<file path="config.mk">
export PLATFORM = sky130hd
export DESIGN_NAME = reset_seq
export DESIGN_NICKNAME = d
export VERILOG_FILES = /design/src/common/reset_seq_pkg.sv /design/src/core/reset_seq.sv
export SDC_FILE = /design/constraint.sdc
export NUM_CORES = 1
export LEC_CHECK = 0
export BUFFER_PORTS_ARGS = -buffer_cell sky130_fd_sc_hd__buf_4
export CORE_UTILIZATION = 30
export DETAILED_ROUTE_END_ITERATION = 7
export GPL_ROUTABILITY_DRIVEN = 0
export PLACE_DENSITY_LB_ADDON = 0.1
export SYNTH_ARGS = -nofsm -noshare
export SYNTH_HDL_FRONTEND = slang
export SYNTH_SLANG_ARGS = --single-unit
export TNS_END_PERCENT = 30
</file>
<file path="constraint.sdc">
create_clock -name sys_clk_i -period 2.6 [get_ports sys_clk_i]
set_input_delay 0.52 -clock sys_clk_i [delete_from_list [all_inputs] [get_ports sys_clk_i]]
set_output_delay 0.52 -clock sys_clk_i [all_outputs]
set_load 0.005 [all_outputs]
</file>
<file path="src/common/reset_seq_pkg.sv">
// Constants and types for the reset source and initial state sequencer
package reset_seq_pkg;

  // ===========================================================
  // Bus geometry
  localparam int ADDR_W = 16;
  localparam int DATA_W = 32;
  localparam int IDX_W = 14;
  localparam logic [1:0] RESP_OKAY = 2'b00;
  localparam logic [1:0] RESP_SLVERR = 2'b10;

  // ===========================================================
  // Register indexes, byte address is four times the index
  localparam logic [IDX_W-1:0] IDX_PSW = 14'h0000;
  localparam logic [IDX_W-1:0] IDX_BANK = 14'h0001;
  localparam logic [IDX_W-1:0] IDX_INTV = 14'h0002;
  localparam logic [IDX_W-1:0] IDX_TMR0 = 14'h0003;
  localparam logic [IDX_W-1:0] IDX_TMR2X = 14'h0006;
  localparam logic [IDX_W-1:0] IDX_CLK = 14'h0007;
  localparam logic [IDX_W-1:0] IDX_IRQ = 14'h0008;
  localparam logic [IDX_W-1:0] IDX_PORT = 14'h0009;
  localparam logic [IDX_W-1:0] IDX_BSB = 14'h000a;
  localparam logic [IDX_W-1:0] IDX_STAT = 14'h000b;
  localparam logic [IDX_W-1:0] IDX_CTRL = 14'h000c;
  localparam logic [IDX_W-1:0] IDX_CAUSE = 14'h0fc6;
  localparam int NUM_TMR = 3;

  // ===========================================================
  // Field positions
  localparam int PSW_CARRY = 0;
  localparam int PSW_RBE = 6;
  localparam int PSW_MBE = 7;
  localparam int CAUSE_WDF = 2;
  localparam int CAUSE_KRF = 3;
  localparam int STAT_RUN = 0;
  localparam int STAT_NVU = 1;
  localparam int STAT_STBY = 2;
  localparam int CTRL_KEY_EN = 0;
  localparam int VEC_NIB_W = 4;
  localparam int PC_W = 12;
  localparam int PM_W = 8;
  localparam int PORT_OE_W = 8;
  localparam int KEY_W = 4;

  // ===========================================================
  // Reset values
  localparam logic [DATA_W-1:0] PSW_RST = 32'h0000_0000;
  localparam logic [DATA_W-1:0] PSW_KEEP_MASK = 32'h0000_0001;
  localparam logic [DATA_W-1:0] BANK_RST = 32'h0000_0008;
  localparam logic [DATA_W-1:0] INTV_RST = 32'h0000_0000;
  localparam logic [DATA_W-1:0] TMR_RST = 32'h0000_ff00;
  localparam logic [DATA_W-1:0] TMR2X_RST = 32'h0000_00ff;
  localparam logic [DATA_W-1:0] CLK_RST = 32'h0000_0000;
  localparam logic [DATA_W-1:0] IRQ_RST = 32'h0000_0000;
  localparam logic [DATA_W-1:0] PORT_RST = 32'h0000_0000;
  localparam logic [DATA_W-1:0] BSB_RST = 32'h0000_0000;
  localparam logic [PC_W-1:0] VEC_ADDR_HI = 12'h000;
  localparam logic [PC_W-1:0] VEC_ADDR_LO = 12'h001;

  // ===========================================================
  // Timing, in main oscillator periods (one sys_clk each)
  localparam int WAIT_LONG_PERIODS = 2 ** 17;
  localparam int WAIT_SHORT_PERIODS = 2 ** 15;
  localparam int WAIT_LOWF_PERIODS = 56;
  localparam int CNT_W = 18;

  typedef enum logic [2:0] {
    ST_RESET,
    ST_WAIT,
    ST_VEC_HI,
    ST_VEC_LO,
    ST_RUN
  } seq_state_t;

endpackage : reset_seq_pkg

</file>
<file path="src/core/reset_seq.sv">
// Reset source combiner, oscillation wait, vector fetch and initial state
`timescale 1ns/100ps
`default_nettype none

module reset_seq #(
  parameter bit LOW_FREQ_VARIANT = 1'b0,
  parameter bit LONG_WAIT = 1'b1,
  parameter int WAIT_LONG_CYCLES = reset_seq_pkg::WAIT_LONG_PERIODS,
  parameter int WAIT_SHORT_CYCLES = reset_seq_pkg::WAIT_SHORT_PERIODS
) (
  // Clock and system reset
  input wire logic sys_clk_i,
  input wire logic rstn_i,
  // Reset sources
  input wire logic reset_pin_n_i,
  input wire logic watchdog_overflow_i,
  input wire logic [reset_seq_pkg::KEY_W-1:0] key_input_i,
  // Core status
  input wire logic stop_mode_i,
  input wire logic halt_mode_i,
  input wire logic nv_write_busy_i,
  // Program memory vector read
  output logic [reset_seq_pkg::PC_W-1:0] pm_addr_o,
  input wire logic [reset_seq_pkg::PM_W-1:0] pm_data_i,
  // Sequencer results
  output logic internal_reset_o,
  output logic cpu_run_o,
  output logic [reset_seq_pkg::PC_W-1:0] pc_o,
  output logic reg_bank_enable_o,
  output logic mem_bank_enable_o,
  output logic state_retained_o,
  output logic nv_data_undefined_o,
  output logic [reset_seq_pkg::PORT_OE_W-1:0] port_out_enable_o,
  // AXI4-Lite slave
  input wire logic [reset_seq_pkg::ADDR_W-1:0] s_axi_awaddr,
  input wire logic s_axi_awvalid,
  output logic s_axi_awready,
  input wire logic [reset_seq_pkg::DATA_W-1:0] s_axi_wdata,
  input wire logic [3:0] s_axi_wstrb,
  input wire logic s_axi_wvalid,
  output logic s_axi_wready,
  output logic [1:0] s_axi_bresp,
  output logic s_axi_bvalid,
  input wire logic s_axi_bready,
  input wire logic [reset_seq_pkg::ADDR_W-1:0] s_axi_araddr,
  input wire logic s_axi_arvalid,
  output logic s_axi_arready,
  output logic [reset_seq_pkg::DATA_W-1:0] s_axi_rdata,
  output logic [1:0] s_axi_rresp,
  output logic s_axi_rvalid,
  input wire logic s_axi_rready
);
  import reset_seq_pkg::*;

  // ===========================================================
  // Wait length
  localparam int WAIT_CYCLES = LOW_FREQ_VARIANT ? WAIT_LOWF_PERIODS :
                               (LONG_WAIT ? WAIT_LONG_CYCLES : WAIT_SHORT_CYCLES);
  localparam logic [CNT_W-1:0] WAIT_LAST = CNT_W'(WAIT_CYCLES - 1);

  // ===========================================================
  // State
  typedef struct packed {
    seq_state_t st;
    logic [CNT_W-1:0] cnt;
    logic [PC_W-1:0] pc;
    logic [PC_W-1:0] pm_addr;
    logic [DATA_W-1:0] psw;
    logic [DATA_W-1:0] bank;
    logic [DATA_W-1:0] intv;
    logic [NUM_TMR-1:0][DATA_W-1:0] tmr;
    logic [DATA_W-1:0] tmr2x;
    logic [DATA_W-1:0] clk;
    logic [DATA_W-1:0] irq;
    logic [DATA_W-1:0] port;
    logic [DATA_W-1:0] bsb;
    logic key_en;
    logic watchdog_cause_flag;
    logic key_cause_flag;
    logic nv_undef;
    logic standby;
    logic pin_s1;
    logic pin_s2;
    logic [KEY_W-1:0] key_s1;
    logic [KEY_W-1:0] key_s2;
    logic [KEY_W-1:0] key_prev;
    logic key_pulse;
    logic aw_ok;
    logic [ADDR_W-1:0] aw_addr;
    logic w_ok;
    logic [DATA_W-1:0] w_data;
    logic [3:0] w_strb;
    logic bvalid;
    logic [1:0] bresp;
    logic rvalid;
    logic [DATA_W-1:0] rdata;
    logic [1:0] rresp;
  } seq_t;

  seq_t state_reg;
  seq_t state_next;

  // ===========================================================
  // Helpers
  function automatic logic [DATA_W-1:0] merge_strb(input logic [DATA_W-1:0] old,
                                                  input logic [DATA_W-1:0] wd,
                                                  input logic [3:0] strb);
    logic [DATA_W-1:0] res;
    res = old;
    for (int b = 0; b < 4; b++) begin
      if (strb[b]) begin
        res[b*8 +: 8] = wd[b*8 +: 8];
      end
    end
    return res;
  endfunction : merge_strb

  function automatic logic [IDX_W-1:0] word_idx(input logic [ADDR_W-1:0] addr);
    return addr[ADDR_W-1:2];
  endfunction : word_idx

  function automatic logic is_tmr(input logic [IDX_W-1:0] idx);
    return (idx >= IDX_TMR0) && (idx < IDX_TMR0 + IDX_W'(NUM_TMR));
  endfunction : is_tmr

  // ===========================================================
  // Next state
  logic src_ext;
  logic src_any;
  logic standby_now;
  logic [IDX_W-1:0] widx;
  logic [IDX_W-1:0] ridx;
  logic w_hit;
  logic do_write;
  logic do_read;
  logic [DATA_W-1:0] rd_val;
  logic [DATA_W-1:0] cause_word;
  logic [DATA_W-1:0] stat_word;

  always_comb begin
    state_next = state_reg;
    widx = word_idx(state_reg.aw_addr);
    ridx = word_idx(s_axi_araddr);
    cause_word = '0;
    cause_word[CAUSE_WDF] = state_reg.watchdog_cause_flag;
    cause_word[CAUSE_KRF] = state_reg.key_cause_flag;
    stat_word = '0;
    stat_word[STAT_RUN] = (state_reg.st == ST_RUN);
    stat_word[STAT_NVU] = state_reg.nv_undef;
    stat_word[STAT_STBY] = state_reg.standby;

    // Pin synchronisers; first stage feeds only the second
    state_next.pin_s1 = reset_pin_n_i;
    state_next.pin_s2 = state_reg.pin_s1;
    state_next.key_s1 = key_input_i;
    state_next.key_s2 = state_reg.key_s1;
    state_next.key_prev = state_reg.key_s2;
    // Falling edge on any key, only while armed and stopped
    state_next.key_pulse = state_reg.key_en && stop_mode_i &&
                           |(state_reg.key_prev & ~state_reg.key_s2);

    src_ext = ~state_reg.pin_s2;
    src_any = src_ext || watchdog_overflow_i || state_reg.key_pulse;
    standby_now = (state_reg.st == ST_RESET) ? state_reg.standby : (stop_mode_i || halt_mode_i);

    // AXI write path: address and data taken in either order
    do_write = state_reg.aw_ok && state_reg.w_ok && !state_reg.bvalid;
    if (s_axi_awvalid && s_axi_awready) begin
      state_next.aw_ok = 1'b1;
      state_next.aw_addr = s_axi_awaddr;
    end
    if (s_axi_wvalid && s_axi_wready) begin
      state_next.w_ok = 1'b1;
      state_next.w_data = s_axi_wdata;
      state_next.w_strb = s_axi_wstrb;
    end
    if (state_reg.bvalid && s_axi_bready) begin
      state_next.bvalid = 1'b0;
    end
    w_hit = 1'b1;
    if (do_write) begin
      state_next.aw_ok = 1'b0;
      state_next.w_ok = 1'b0;
      state_next.bvalid = 1'b1;
      if (widx == IDX_PSW) begin
        state_next.psw = merge_strb(state_reg.psw, state_reg.w_data, state_reg.w_strb);
      end else if (widx == IDX_BANK) begin
        state_next.bank = merge_strb(state_reg.bank, state_reg.w_data, state_reg.w_strb);
      end else if (widx == IDX_INTV) begin
        state_next.intv = merge_strb(state_reg.intv, state_reg.w_data, state_reg.w_strb);
      end else if (is_tmr(widx)) begin
        for (int t = 0; t < NUM_TMR; t++) begin
          if (widx == IDX_TMR0 + IDX_W'(t)) begin
            state_next.tmr[t] = merge_strb(state_reg.tmr[t], state_reg.w_data,
                                           state_reg.w_strb);
          end
        end
      end else if (widx == IDX_TMR2X) begin
        state_next.tmr2x = merge_strb(state_reg.tmr2x, state_reg.w_data, state_reg.w_strb);
      end else if (widx == IDX_CLK) begin
        state_next.clk = merge_strb(state_reg.clk, state_reg.w_data, state_reg.w_strb);
      end else if (widx == IDX_IRQ) begin
        state_next.irq = merge_strb(state_reg.irq, state_reg.w_data, state_reg.w_strb);
      end else if (widx == IDX_PORT) begin
        state_next.port = merge_strb(state_reg.port, state_reg.w_data, state_reg.w_strb);
      end else if (widx == IDX_BSB) begin
        state_next.bsb = merge_strb(state_reg.bsb, state_reg.w_data, state_reg.w_strb);
      end else if (widx == IDX_CTRL) begin
        if (state_reg.w_strb[0]) begin
          state_next.key_en = state_reg.w_data[CTRL_KEY_EN];
        end
      end else if (widx == IDX_STAT) begin
        // Write one to acknowledge the undefined-data warning
        if (state_reg.w_strb[0] && state_reg.w_data[STAT_NVU]) begin
          state_next.nv_undef = 1'b0;
        end
      end else if (widx == IDX_CAUSE) begin
        // Software clear instruction, write one to clear
        if (state_reg.w_strb[0] && state_reg.w_data[CAUSE_WDF]) begin
          state_next.watchdog_cause_flag = 1'b0;
        end
        if (state_reg.w_strb[0] && state_reg.w_data[CAUSE_KRF]) begin
          state_next.key_cause_flag = 1'b0;
        end
      end else begin
        w_hit = 1'b0;
      end
      state_next.bresp = w_hit ? RESP_OKAY : RESP_SLVERR;
    end

    // AXI read path, one cycle to rvalid
    do_read = s_axi_arvalid && !state_reg.rvalid;
    rd_val = '0;
    state_next.rresp = state_reg.rresp;
    if (state_reg.rvalid && s_axi_rready) begin
      state_next.rvalid = 1'b0;
    end
    if (do_read) begin
      state_next.rvalid = 1'b1;
      state_next.rresp = RESP_OKAY;
      case (ridx)
        IDX_PSW: rd_val = state_reg.psw;
        IDX_BANK: rd_val = state_reg.bank;
        IDX_INTV: rd_val = state_reg.intv;
        IDX_TMR2X: rd_val = state_reg.tmr2x;
        IDX_CLK: rd_val = state_reg.clk;
        IDX_IRQ: rd_val = state_reg.irq;
        IDX_PORT: rd_val = state_reg.port;
        IDX_BSB: rd_val = state_reg.bsb;
        IDX_STAT: rd_val = stat_word;
        IDX_CTRL: rd_val = {{(DATA_W-1){1'b0}}, state_reg.key_en};
        IDX_CAUSE: rd_val = cause_word;
        default: begin
          if (is_tmr(ridx)) begin
            rd_val = state_reg.tmr[ridx - IDX_TMR0];
          end else begin
            state_next.rresp = RESP_SLVERR;
          end
        end
      endcase
      state_next.rdata = rd_val;
    end

    // Sequencer
    case (state_reg.st)
      ST_WAIT: begin
        if (state_reg.cnt == WAIT_LAST) begin
          state_next.st = ST_VEC_HI;
          state_next.pm_addr = VEC_ADDR_HI;
        end else begin
          state_next.cnt = state_reg.cnt + CNT_W'(1);
        end
      end
      ST_VEC_HI: begin
        state_next.pc[PC_W-1 -: VEC_NIB_W] = pm_data_i[VEC_NIB_W-1:0];
        state_next.psw[PSW_RBE] = pm_data_i[PSW_RBE];
        state_next.psw[PSW_MBE] = pm_data_i[PSW_MBE];
        state_next.pm_addr = VEC_ADDR_LO;
        state_next.st = ST_VEC_LO;
      end
      ST_VEC_LO: begin
        state_next.pc[PM_W-1:0] = pm_data_i;
        state_next.st = ST_RUN;
      end
      ST_RUN: begin
        state_next.st = ST_RUN;
      end
      ST_RESET: begin
        if (!src_any) begin
          state_next.st = ST_WAIT;
          state_next.cnt = '0;
        end
      end
      default: begin
        state_next.st = ST_RESET;
      end
    endcase

    // Any reset source overrides the sequencer and writes
    if (src_any) begin
      state_next.st = ST_RESET;
      state_next.cnt = '0;
      state_next.standby = standby_now;
      if (nv_write_busy_i && state_reg.st != ST_RESET) begin
        state_next.nv_undef = 1'b1;
      end
      // Carry kept only when reset came in standby; else cleared
      state_next.psw = standby_now ? (state_reg.psw & PSW_KEEP_MASK) : PSW_RST;
      state_next.bank = BANK_RST;
      state_next.intv = INTV_RST;
      for (int t = 0; t < NUM_TMR; t++) begin
        state_next.tmr[t] = TMR_RST;
      end
      state_next.tmr2x = TMR2X_RST;
      state_next.clk = CLK_RST;
      state_next.irq = IRQ_RST;
      state_next.port = PORT_RST;
      state_next.bsb = standby_now ? state_reg.bsb : BSB_RST;
      state_next.key_en = 1'b0;
      state_next.pc = '0;
      // Hardware setting wins over a software clear in the same cycle
      if (src_ext) begin
        state_next.watchdog_cause_flag = 1'b0;
        state_next.key_cause_flag = 1'b0;
      end else begin
        if (watchdog_overflow_i) begin
          state_next.watchdog_cause_flag = 1'b1;
        end
        if (state_reg.key_pulse) begin
          state_next.key_cause_flag = 1'b1;
        end
      end
    end
  end

  // ===========================================================
  // Registers
  always_ff @(posedge sys_clk_i) begin
    if (!rstn_i) begin
      state_reg <= '0;
      state_reg.st <= ST_RESET;
      state_reg.pin_s1 <= 1'b1;
      state_reg.pin_s2 <= 1'b1;
      state_reg.key_s1 <= '1;
      state_reg.key_s2 <= '1;
      state_reg.key_prev <= '1;
      state_reg.bank <= BANK_RST;
      for (int t = 0; t < NUM_TMR; t++) begin
        state_reg.tmr[t] <= TMR_RST;
      end
      state_reg.tmr2x <= TMR2X_RST;
    end else begin
      state_reg <= state_next;
    end
  end

  // ===========================================================
  // Outputs
  assign internal_reset_o = (state_reg.st != ST_RUN);
  assign cpu_run_o = (state_reg.st == ST_RUN);
  assign pm_addr_o = state_reg.pm_addr;
  assign pc_o = state_reg.pc;
  assign reg_bank_enable_o = state_reg.psw[PSW_RBE];
  assign mem_bank_enable_o = state_reg.psw[PSW_MBE];
  assign state_retained_o = state_reg.standby;
  assign nv_data_undefined_o = state_reg.nv_undef;
  assign port_out_enable_o = state_reg.port[PORT_OE_W-1:0];
  assign s_axi_awready = !state_reg.aw_ok && !state_reg.bvalid;
  assign s_axi_wready = !state_reg.w_ok && !state_reg.bvalid;
  assign s_axi_bvalid = state_reg.bvalid;
  assign s_axi_bresp = state_reg.bresp;
  assign s_axi_arready = !state_reg.rvalid;
  assign s_axi_rvalid = state_reg.rvalid;
  assign s_axi_rdata = state_reg.rdata;
  assign s_axi_rresp = state_reg.rresp;

endmodule : reset_seq

`default_nettype wire

</file>
Word level (Yosys, flattened, before mapping)
Index checks and enable logic that the tools add are counted.
{"block": "word_totals", "regBits": 509, "inputBits": 92}
{"block": "classes", "n_reduce_logical": 96, "bitwise_logic": 13, "mux": 110, "n_addsub": 2, "eq_ne": 40, "n_lt_le_gt_ge": 5}
{"op": "$mux W32", "count": 14}
{"op": "$mux W357", "count": 1}
{"op": "$mux W356", "count": 1}
{"op": "$pmux W32 S11", "count": 1}
{"op": "$mux W324", "count": 1}
{"op": "$mux W8", "count": 40}
{"op": "$mux W292", "count": 1}
{"op": "$mux W260", "count": 1}
{"op": "$mux W164", "count": 1}
{"op": "$eq A14 B4 Y1 const B", "count": 10}
{"op": "$mux W132", "count": 1}
{"op": "$reduce_and A7 Y1", "count": 16}
{"op": "$mux W100", "count": 1}
{"op": "$mux W96", "count": 1}
{"op": "$eq A14 B3 Y1 const B", "count": 6}
{"op": "$mux W68", "count": 1}
{"op": "$bmux W32 S2", "count": 1}
{"op": "$reduce_and A12 Y1", "count": 5}
{"op": "$eq A14 B2 Y1 const B", "count": 3}
{"op": "$lt A14 B3 Y1 const B", "count": 3}
{"op": "$reduce_and A10 Y1", "count": 4}
{"op": "$mux W36", "count": 1}
{"op": "$pmux W18 S2", "count": 1}
{"op": "$reduce_and A9 Y1", "count": 4}
{"op": "38 further kinds", "count": 147}

Depth between registers and ports, before layout
Gate-level depths: netlist of run 1.
{"block": "logic_depth", "word_depth": 18, "ltp_mapped": 10, "mapped_depth_nobuf": 7}

Worst setup path after synthesis of run 1
Ideal clock, no wire load.
{"block": "synth_timing", "path_kind": "in2reg", "start": "input s_axi_araddr[2] in the netlist's numbering", "end": "register state_reg (netlist bit s_axi_rdata[15])", "n_path_buf": 3, "stages": 10, "t_arrival_ns": 2.443, "slack_ns": 0.038, "setup_ns": 0.119, "cell_sequence": "inv_1 > clkbuf_1 > ha_1 > clkbuf_1 > buf_1 > mux2i_1 > nor2_1 > a21oi_1 > o221ai_1 > o221a_2"}
{"block": "synth_between", "elab_chain_cells": 5, "elab_cells_between_ends": 19, "classes_between": "add/sub (1); order compare (2); eq/ne (10); mux (4); reduce/logical (2)"}
{"item": "from (decl)", "line_no": "reset_seq.sv:45", "rtl": "input wire logic [reset_seq_pkg::ADDR_W-1:0] s_axi_araddr,"}
{"item": "$sub A14 B2 Y14", "line_no": "reset_seq.sv:255", "rtl": "rd_val = state_reg.tmr[ridx - IDX_TMR0];"}
{"item": "$bmux W32 S2", "line_no": "reset_seq.sv:255"}
{"item": "$mux W32 (implied by the code)", "line_no": "reset_seq.sv:255"}
{"item": "$mux W32", "line_no": "reset_seq.sv:254", "rtl": "if (is_tmr(ridx)) begin"}
{"item": "$pmux W32 S11 *", "line_no": "reset_seq.sv:241", "rtl": "case (ridx)"}
{"item": "to (signal assigned)", "line_no": "reset_seq.sv:353", "rtl": "state_reg <= state_next;"}
{"item": "to (decl)", "line_no": "reset_seq.sv:100", "rtl": "seq_t state_reg;"}
Mark *: on every way between the ends. The rest lies on a longest branch, timed or not. The select of a mux whose other input is x is not followed.
A chain may end at the register's enable or synchronous reset.

Worst setup path after layout of run 1
{"block": "layout_timing", "start": "register state_reg[508] in the netlist's numbering", "end": "register state_reg[130] in the netlist's numbering"}
{"block": "layout_between", "elab_chain_cells": 4}
{"item": "$logic_not A3 Y1", "line_no": "reset_seq.sv:164", "rtl": "standby_now = (state_reg.st == ST_RESET) ? state_reg.standby : (stop_mode_i || halt_mode_i);"}
{"item": "$mux W1", "line_no": "reset_seq.sv:164"}
{"item": "$ne A2 B2 Y1 (no source line)"}
{"item": "$reduce_and A12 Y1 (no source line)"}
Every way passes these cells.

==> results of run 1 <==
==> final timing paths <==
| kind | start | end | slack, ns | depth (start not counted) |
|---|---|---|---|---|
| min | key_input_i[2] | state_next[99] | 0.06 | 2 |
| min reg2reg | state_next[100] | state_next[96] | 0.41 | 1 |
| max reg2reg | state_reg[508] | state_reg[130] | 0.16 | 6 |
| max | state_reg[508] | state_reg[130] | 0.16 | 6 |
==> final cells by class <==
class                           instances  area (um^2)
Fill cell                            7280        44500
Clock buffer                           89         1740
Tap cell                              940         1180
Clock inverter                         15          148
Timing Repair Buffer                  313         2590
Sequential cell                       494         9890
Multi-Input combinational cell       1726        10300
Inverter                               10         37.5
==> report_power, final <==
part | internal [mW] | total (mW) | leakage (nW) | switching, mW
clock network | 4.77 | 8.13 | 0.938 | 3.35
logic | 0.484 | 1.30 | 4.23 | 0.816
registers | 7.68 | 7.90 | 4.00 | 0.222
==> cell families (layout without fill, tap and decap cells) <==
kind of cell               count (synthesis)  in the layout
muxes                                    155            155
DFF                                      494            494
and+or+nand+nor                          934            934
xor gates and xnor gates                  12             12
buffers and inverters                    288            427
adders and majority gates                  5              5
other                                      1             13
AOI/OAI and AO/OA                        607            607
==> critical path, stage by stage, from the launching register on <==
cell     delay [ns]
dfxtp_1        0.31
or3_1          0.40
a21oi_1        0.37
o21ai_0        0.13
buf_4          0.19
a21oi_1        0.71
a22o_1         0.26
==> cell usage after synthesis, drive strengths merged, types with 4 or more instances <==
cell type    n
dfxtp      494
mux2i      152
nand3b       4
a21oi      182
nand4       17
o221a       13
and3        15
or4          6
xor2         5
a31oi       10
o22ai        7
a32oi       12
a2111oi      4
inv          9
and4         9
clkbuf     164
nand2      480
xnor2        7
ha           5
o221ai      13
and2        11
nor4        23
or3          8
o21ai      146
a22o        51
a222oi      29
a221oi      28
a22oi       31
buf        114
nor2b        7
nor3        22
nand3      122
nand2b      20
nor2       167
or2          7
a21boi      57
a211oi       6
==> layer usage <==
metal  track usage [%]  vias up  wire length, um
li1                  -     8964                -
met1              29.2     9229            36700
met2              35.0      575            37200
met3              3.44      117             4580
met4              6.91        0             2120
met5                 0        -                0
==> cells in the final DEF (no fill, tap or decap), types with 8 or more instances in the layout <==
master	n
nand2b_1	20
or3_1	8
nor4_4	16
nand2_1	479
clkinv_2	10
o221a_2	12
nor2_1	166
a32oi_1	12
a22o_1	51
clkbuf_8	15
clkbuf_16	59
a22oi_1	31
nand3_1	117
o21ai_0	133
and3_1	15
and4_1	9
mux2i_1	152
and2_1	9
o221ai_1	13
a21oi_1	182
a21boi_0	52
buf_12	19
dfxtp_1	494
nand4_1	15
inv_1	9
clkbuf_1	15
o21ai_1	13
buf_4	294
conb_1	13
a222oi_1	29
a221oi_1	28
a31oi_1	10
nor3_1	18
==> reports/results.tsv, run 1 <==
metric	value	unit
# setup viols final	0	
Worst setup SP type	flip-flop	
RSZ-0062 raised after global routing	no	
chip height	269	um
Antenna Nets Post-Route	0	
utilization after layout	36.7	%
simple-gate area share of the yosys netlist	20.7	%
Nets	2700	
PostCTS Resize Cnt	0	
TritonRoute pass-1 iters	6	
synth warn	0	
Power, Total	17.3	mW
final wirelength	80600	um
post-synthesis adder-cell area fraction	0.292	%
largest area contributor in the netlist	dfxtp_1	
Layout Skew	0.0298	ns
Least-Margin Pin Slew	0.909	ns
DRC errors left	0	
antenna violations before repair	0	
period utilization	93.9	%
post-route cell area	0.0258	mm^2
DR vias	18900	
main flop type after synthesis	dfxtp_1	
placed instance count	3483	
total placed instance area	0.0240	mm^2
grt total ovfl	0	
max FFs per register	422	
total I/O pin count	171	
Post-synth EDFFs	0	
TritonCTS clock tree	yes	
static leakage	9.17	nW
critical path data required time	3.18	ns
Layout Cells excl Fill	3587	
top cells by area, synth	dfxtp_1, nand2_1, mux2i_1	
Sink Count	494	
area delta synth->final	20.4	%
P per Cell Area	670	mW/mm^2
layout cell share with drive strength beyond 1	17.9	%
Worst Hold Class	in -> reg	
DP Worst Slack	0.0440	ns
cell count after synthesis	2496	
largest net degree at the start of global routing	105	
max-slew violations	0	
CTS Root Cell	clkbuf_16	
register area share after synthesis	46.1	%
largest family of logic cells by synthesized area	simple AND/OR/NAND/NOR gates	
1st-iter DRT viols	1649	
initial core utilization	30.5	%
Slew HR	39.4	%
Post-synth ARST share	0	%
die area	0.0726	mm^2
post-CTS setup buffer count	0	
post-detail-place hpwl	55300	um
Syn Std Cell Area	0.0215	mm^2
FF+latch count, synth	494	
Post-Synth XOR/XNOR Area	0.490	%
CTS buffer count	58	
mux contribution to synthesized area	7.25	%
Max Fclk	410	MHz
Fin Hold WS	0.0638	ns
std cell rows	97	
Worst VDD drop	457	uV
Yosys top cell area share	46.1	%
outcome	complete, no violations	
port bufs	153	
CTS Hold Buffers Added	0	
max-cap viol count	0	
# diodes	0	
CP Capture Type	flip-flop	
Final TNS setup	0	ns
clock-pin slew on the worst setup and hold paths	0.06	ns
critical path arrival	3.02	ns
Worst-Skew Late Latency	0.64	ns
Synth cell types	73	
vias in the first global route	18200	
fin crit period	2.44	ns
Crit Path Max Fanout	8	
Fin. Hold Viols	0	
CTS max path bufs	3	
Crit Path Category	reg -> reg	
vias per cell	5.26	
H-Tree Depth	2	
CORE AREA	0.0704	mm^2
setup ws final	0.159	ns
Die Wd	269	um
Avg WL per Cell	22.5	um
gr usage total	21.6	%
Synth Area in Compound Gates	18.6	%
first-pass GRT wire length	119000	um
Mean Syn Cell Area	8.60	um^2
Note: power is estimated with default switching activity, not from simulation.
==> inputs of run 2 (changes only) <==
--- a/config.mk
+++ b/config.mk
@@ -10,6 +10,7 @@
 export DETAILED_ROUTE_END_ITERATION = 7
 export GPL_ROUTABILITY_DRIVEN = 0
 export PLACE_DENSITY_LB_ADDON = 0.1
+export REMOVE_ABC_BUFFERS = 1
 export SYNTH_ARGS = -nofsm -noshare
 export SYNTH_HDL_FRONTEND = slang
 export SYNTH_SLANG_ARGS = --single-unit
==> constraint.sdc (replaced) <==
create_clock -name sys_clk_i -period 2.8 [get_ports sys_clk_i]
set_input_delay 0.56 -clock sys_clk_i [delete_from_list [all_inputs] [get_ports sys_clk_i]]
set_output_delay 0.56 -clock sys_clk_i [all_outputs]
set_load 0.005 [all_outputs]
==> run 2 against run 1 <==
Compared with the run above:
- sequential cell count stayed put
- clock-buffer cell count is 2 higher
- sequential power is 7.2% lower
- clock power is 6.4% lower
- worst setup slack better by 0.25 ns
- critical path type unchanged
- design area is 0.46% lower
- first-iteration DRC count is 5.5% lower
- wire length is 0.45% lower
- die area stayed put
- non-clock buffer count is 22 lower
- combinational power is 8% lower
- utilization is 0.17 points lower
==> reports/results.tsv, run 2 (synthesis gave the netlist of run 1 again) <==
metric	value	unit
outcome	complete, no violations	
TritonCTS clock tree	yes	
most frequent cells in the layout	dfxtp_1, nand2_1, buf_4, a21oi_1, nor2_1	
Least-Margin Pin Slew	0.990	ns
critical path arrival	2.94	ns
commonest non-fill, non-tap cell in the layout	dfxtp_1	
1st-iter DRT viols	1559	
CTS Hold Buffers Added	0	
Die Wd	269	um
Fin Hold WS	0.128	ns
Max Fclk	419	MHz
Reg2Reg Capture Point	state_reg[141]	
# diodes	0	
DR vias	18700	
R2R Setup Slk	0.41	ns
static leakage	9.08	nW
antenna violations before repair	0	
Hold Path Depth	2	
PostCTS Resize Cnt	0	
Worst path max stage delay	0.77	ns
total I/O pin count	171	
hold wc startpoint	key_input_i[1]	
clock-pin slew on the worst setup and hold paths	0.06	ns
Worst Hold Class	in -> reg	
Layout Skew	0.0163	ns
CORE AREA	0.0704	mm^2
die area	0.0726	mm^2
Avg WL per Cell	22.5	um
Top delay family on crit path	compound AO/OA/AOI/OAI gates	
Fin. Hold Viols	0	
Nets	2679	
Crit Path Max Fanout	10	
gr usage total	21.6	%
Power, Total	16.1	mW
chip height	269	um
area delta synth->final	19.9	%
vias in the first global route	18300	
largest net degree at the start of global routing	72	
TritonRoute pass-1 iters	6	
RSZ-0062 raised after global routing	no	
Worst-Skew Late Latency	0.62	ns
total placed instance area	0.0238	mm^2
max-slew violations	0	
CTS Root Cell	clkbuf_16	
layout cell share with drive strength beyond 1	17.2	%
Buf/Inv on CP	1	
Sink Count	494	
worst hold endpoint	state_next[98]	
H-Tree Depth	2	
period utilization	85.3	%
worst-path cell chain	or3_1 > a21oi_1 > o21ai_0 > buf_4 > a21oi_1 > a22o_1	
Worst VDD drop	461	uV
initial core utilization	30.5	%
fin crit period	2.39	ns
FF-to-FF path depth	6	
Slew HR	34.0	%
Slowest-stage cell, CP	a21oi_1	
utilization after layout	36.5	%
reg-to-reg startpoint	state_reg[507]	
max FFs per register	422	
port bufs	153	
DRC errors left	0	
Worst setup SP type	flip-flop	
CTS buffer count	59	
CP most frequent cell	a21oi_1	
# setup viols final	0	
max-cap viol count	0	
CP Capture Type	flip-flop	
CTS max path bufs	3	
std cell rows	97	
Final TNS setup	0	ns
P per Cell Area	627	mW/mm^2
first-pass GRT wire length	119000	um
Crit Path Category	reg -> reg	
vias per cell	5.25	
Antenna Nets Post-Route	0	
grt total ovfl	0	
final wirelength	80300	um
post-CTS setup buffer count	0	
post-route cell area	0.0257	mm^2
critical path data required time	3.35	ns
post-detail-place hpwl	53700	um
run 2: cell types whose count changed in the layout (fill, tap and decap cells not counted), sizes merged:
cell / change
bufinv: +1
clkbuf: +2
clkinvlp: +3
inv: -2
buf: -22
run 2: routing by layer:
metal,track usage (%),share of wire (%)
met1,28.9,45
met2,35.6,47
met3,3.30,6.0
met4,6.40,2.6
met5,0,0
run 2: power breakdown:
group          switching (mW)  internal (mW)  total (mW)
clock                    3.07           4.54        7.61
sequential              0.201           7.13        7.33
combinational           0.757          0.443        1.20
run 2: area by class of cell:
cell class / instances / area, um^2
sequential: 494 / 9890
clock buffer: 91 / 1750
multi-input combinational: 1726 / 10300
timing repair buffer: 291 / 2430
fill: 7250 / 44700
clock inverter: 17 / 168
inverter: 10 / 37.5
tap: 940 / 1180
run 2: worst max path at each step:
| stage | from | endpoint | slack, ns | cells past startpoint |
|---|---|---|---|---|
| finish | state_reg[507] | state_reg[141] | 0.41 | 6 |
| global route | state_reg[507] | state_reg[119] | 0.23 | 6 |
| CTS | state_reg[84] | state_reg[430] | 0.36 | 6 |
| detailed placement | s_axi_araddr[9] | s_axi_rdata[16] | 0.03 | 7 |
| global placement | s_axi_araddr[9] | s_axi_rdata[16] | 0.04 | 7 |
| floorplan | watchdog_overflow_i | state_reg[312] | -2.00 | 4 |
run 2: through the flow:
step / instances / worst slack, ns
after floorplan: 2230 / -2.00
after global placement: 3461 / 0.0413
after detailed placement: 3461 / 0.0256
after CTS: 3569 / 0.361
after global routing: 3569 / 0.232
final: 3569 / 0.412
run 2: worst register-to-register path: stages (launching register included):
cell	delay, ns
dfxtp_1	0.39
or3_1	0.36
a21oi_1	0.24
o21ai_0	0.12
buf_4	0.19
a21oi_1	0.77
a22o_1	0.27
==> inputs of run 3 (changes only) <==
==> constraint.sdc (replaced) <==
create_clock -name sys_clk_i -period 3 [get_ports sys_clk_i]
set_input_delay 0.6 -clock sys_clk_i [delete_from_list [all_inputs] [get_ports sys_clk_i]]
set_output_delay 0.6 -clock sys_clk_i [all_outputs]
set_load 0.005 [all_outputs]
==> run 3 against run 2 <==
Compared with the run above:
- via count down 0.50%
- clock power down 9.6%
- combinational power is 9% lower
- sequential share of layout area grew 0.47 points
- utilization fell by 0.44 points
- critical path depth increased by 1
- sequential power is 6.7% lower
- critical path type unchanged
- largest cell class unchanged
==> reports/results.tsv, run 3 (synthesis gave the netlist of run 1 again) <==
metric	value	unit
TritonRoute pass-1 iters	6	
vias per cell	5.25	
die area	0.0726	mm^2
CTS max path bufs	3	
DRC errors left	0	
Worst VDD drop	463	uV
vias in the first global route	18000	
critical path data required time	3.52	ns
# setup viols final	0	
Nets	2664	
max-slew violations	0	
Worst Hold Class	in -> reg	
gr usage total	21.3	%
grt total ovfl	0	
DR vias	18700	
Power, Total	14.8	mW
CORE AREA	0.0704	mm^2
CP Capture Type	flip-flop	
Avg WL per Cell	22.5	um
FF-to-FF path depth	7	
period utilization	83.9	%
H-Tree Depth	2	
1st-iter DRT viols	1587	
chip height	269	um
PostCTS Resize Cnt	0	
CTS Hold Buffers Added	0	
worst-path cell chain	nand3b_1 > buf_4 > nor4_4 > buf_4 > and3_1 > nand2_1 > a21oi_1	
RSZ-0062 raised after global routing	no	
first-pass GRT wire length	117000	um
fin crit period	2.52	ns
antenna violations before repair	1	
Crit Path Category	reg -> reg	
Worst-Skew Late Latency	0.61	ns
CTS buffer count	56	
max FFs per register	422	
post-CTS setup buffer count	0	
static leakage	8.93	nW
Sink Count	494	
Fin Hold WS	0.170	ns
R2R Setup Slk	0.48	ns
Max Fclk	397	MHz
post-detail-place hpwl	52400	um
Worst setup SP type	flip-flop	
outcome	complete, no violations	
Layout Skew	0.0195	ns
utilization after layout	36.1	%
clock-pin slew on the worst setup and hold paths	0.06	ns
most frequent cells in the layout	dfxtp_1, nand2_1, buf_4, a21oi_1, nor2_1	
max-cap viol count	0	
placed instance count	3449	
Least-Margin Pin Slew	0.815	ns
DP Worst Slack	0.140	ns
Crit Path Max Fanout	14	
layout cell share with drive strength beyond 1	16.8	%
CTS Root Cell	clkbuf_16	
Slowest-stage cell, CP	and3_1	
Hold Path Depth	2	
Layout Cells excl Fill	3550	
commonest non-fill, non-tap cell in the layout	dfxtp_1	
largest net degree at the start of global routing	83	
area delta synth->final	18.4	%
CP most frequent cell	buf_4	
total I/O pin count	171	
Slew HR	45.7	%
initial core utilization	30.5	%
Fin. Hold Viols	0	
setup ws final	0.483	ns
final wirelength	79700	um
P per Cell Area	583	mW/mm^2
port bufs	153	
Die Wd	269	um
Worst path max stage delay	0.52	ns
TritonCTS clock tree	yes	
Antenna Nets Post-Route	0	
critical path arrival	3.04	ns
std cell rows	97	
[run 3: cell count changes in the layout (fill, tap and decap cells not counted), moves of 2 or more]
cell	before	now
buf_12	20	10
buf_4	271	269
bufinv_16	3	5
clkbuf_1	19	13
clkbuf_16	61	57
clkbuf_8	11	7
clkinv_2	11	16
[run 3: final timing paths]
kind | start | to
worst max-delay path | s_axi_bvalid | state_reg[430]
worst min-delay path | reset_pin_n_i | state_next[105]
worst min register to register | state_next[99] | state_next[95]
worst max register to register | s_axi_bvalid | state_reg[430]
[run 3: per-layer routing]
metal / up-vias / track usage, % / share of wire (%)
li1: 8882 / - / -
met1: 9064 / 29.0 / 45
met2: 583 / 34.6 / 46
met3: 124 / 3.61 / 6.0
met4: 0 / 6.09 / 2.5
met5: - / 0 / 0
[run 3: final cells by class]
type / instances / area, um^2
diodes: 1 / 2.50
clock buffers: 77 / 1570
clock inverters: 23 / 245
fillers: 7271 / 45000
inverters: 10 / 37.5
multi-input cells: 1726 / 10300
flip-flops and latches: 494 / 9890
well taps: 940 / 1180
repair buffers: 279 / 2220
[run 3: through the flow]
step / TNS [ns] / area [um^2]
after CTS: 0 / 25400
after global routing: 0 / 25400
after floorplan: -486.60 / 20200
after detailed placement: 0 / 23600
final: 0 / 25400
after global placement: 0 / 23600
[run 3: power breakdown]
| part | internal (mW) | leakage (nW) | total, mW | switching, mW |
|---|---|---|---|---|
| sequential | 6.66 | 4.00 | 6.84 | 0.186 |
| clock | 4.07 | 0.902 | 6.88 | 2.82 |
| combinational | 0.388 | 4.04 | 1.09 | 0.702 |
[run 3: critical path: cells and delay by family, from the launching register on]
family / cells / cell delay (ns)
simple gates: 4 / 1.31
buf+inv: 2 / 0.58
flops: 1 / 0.35
compound gates: 1 / 0.18
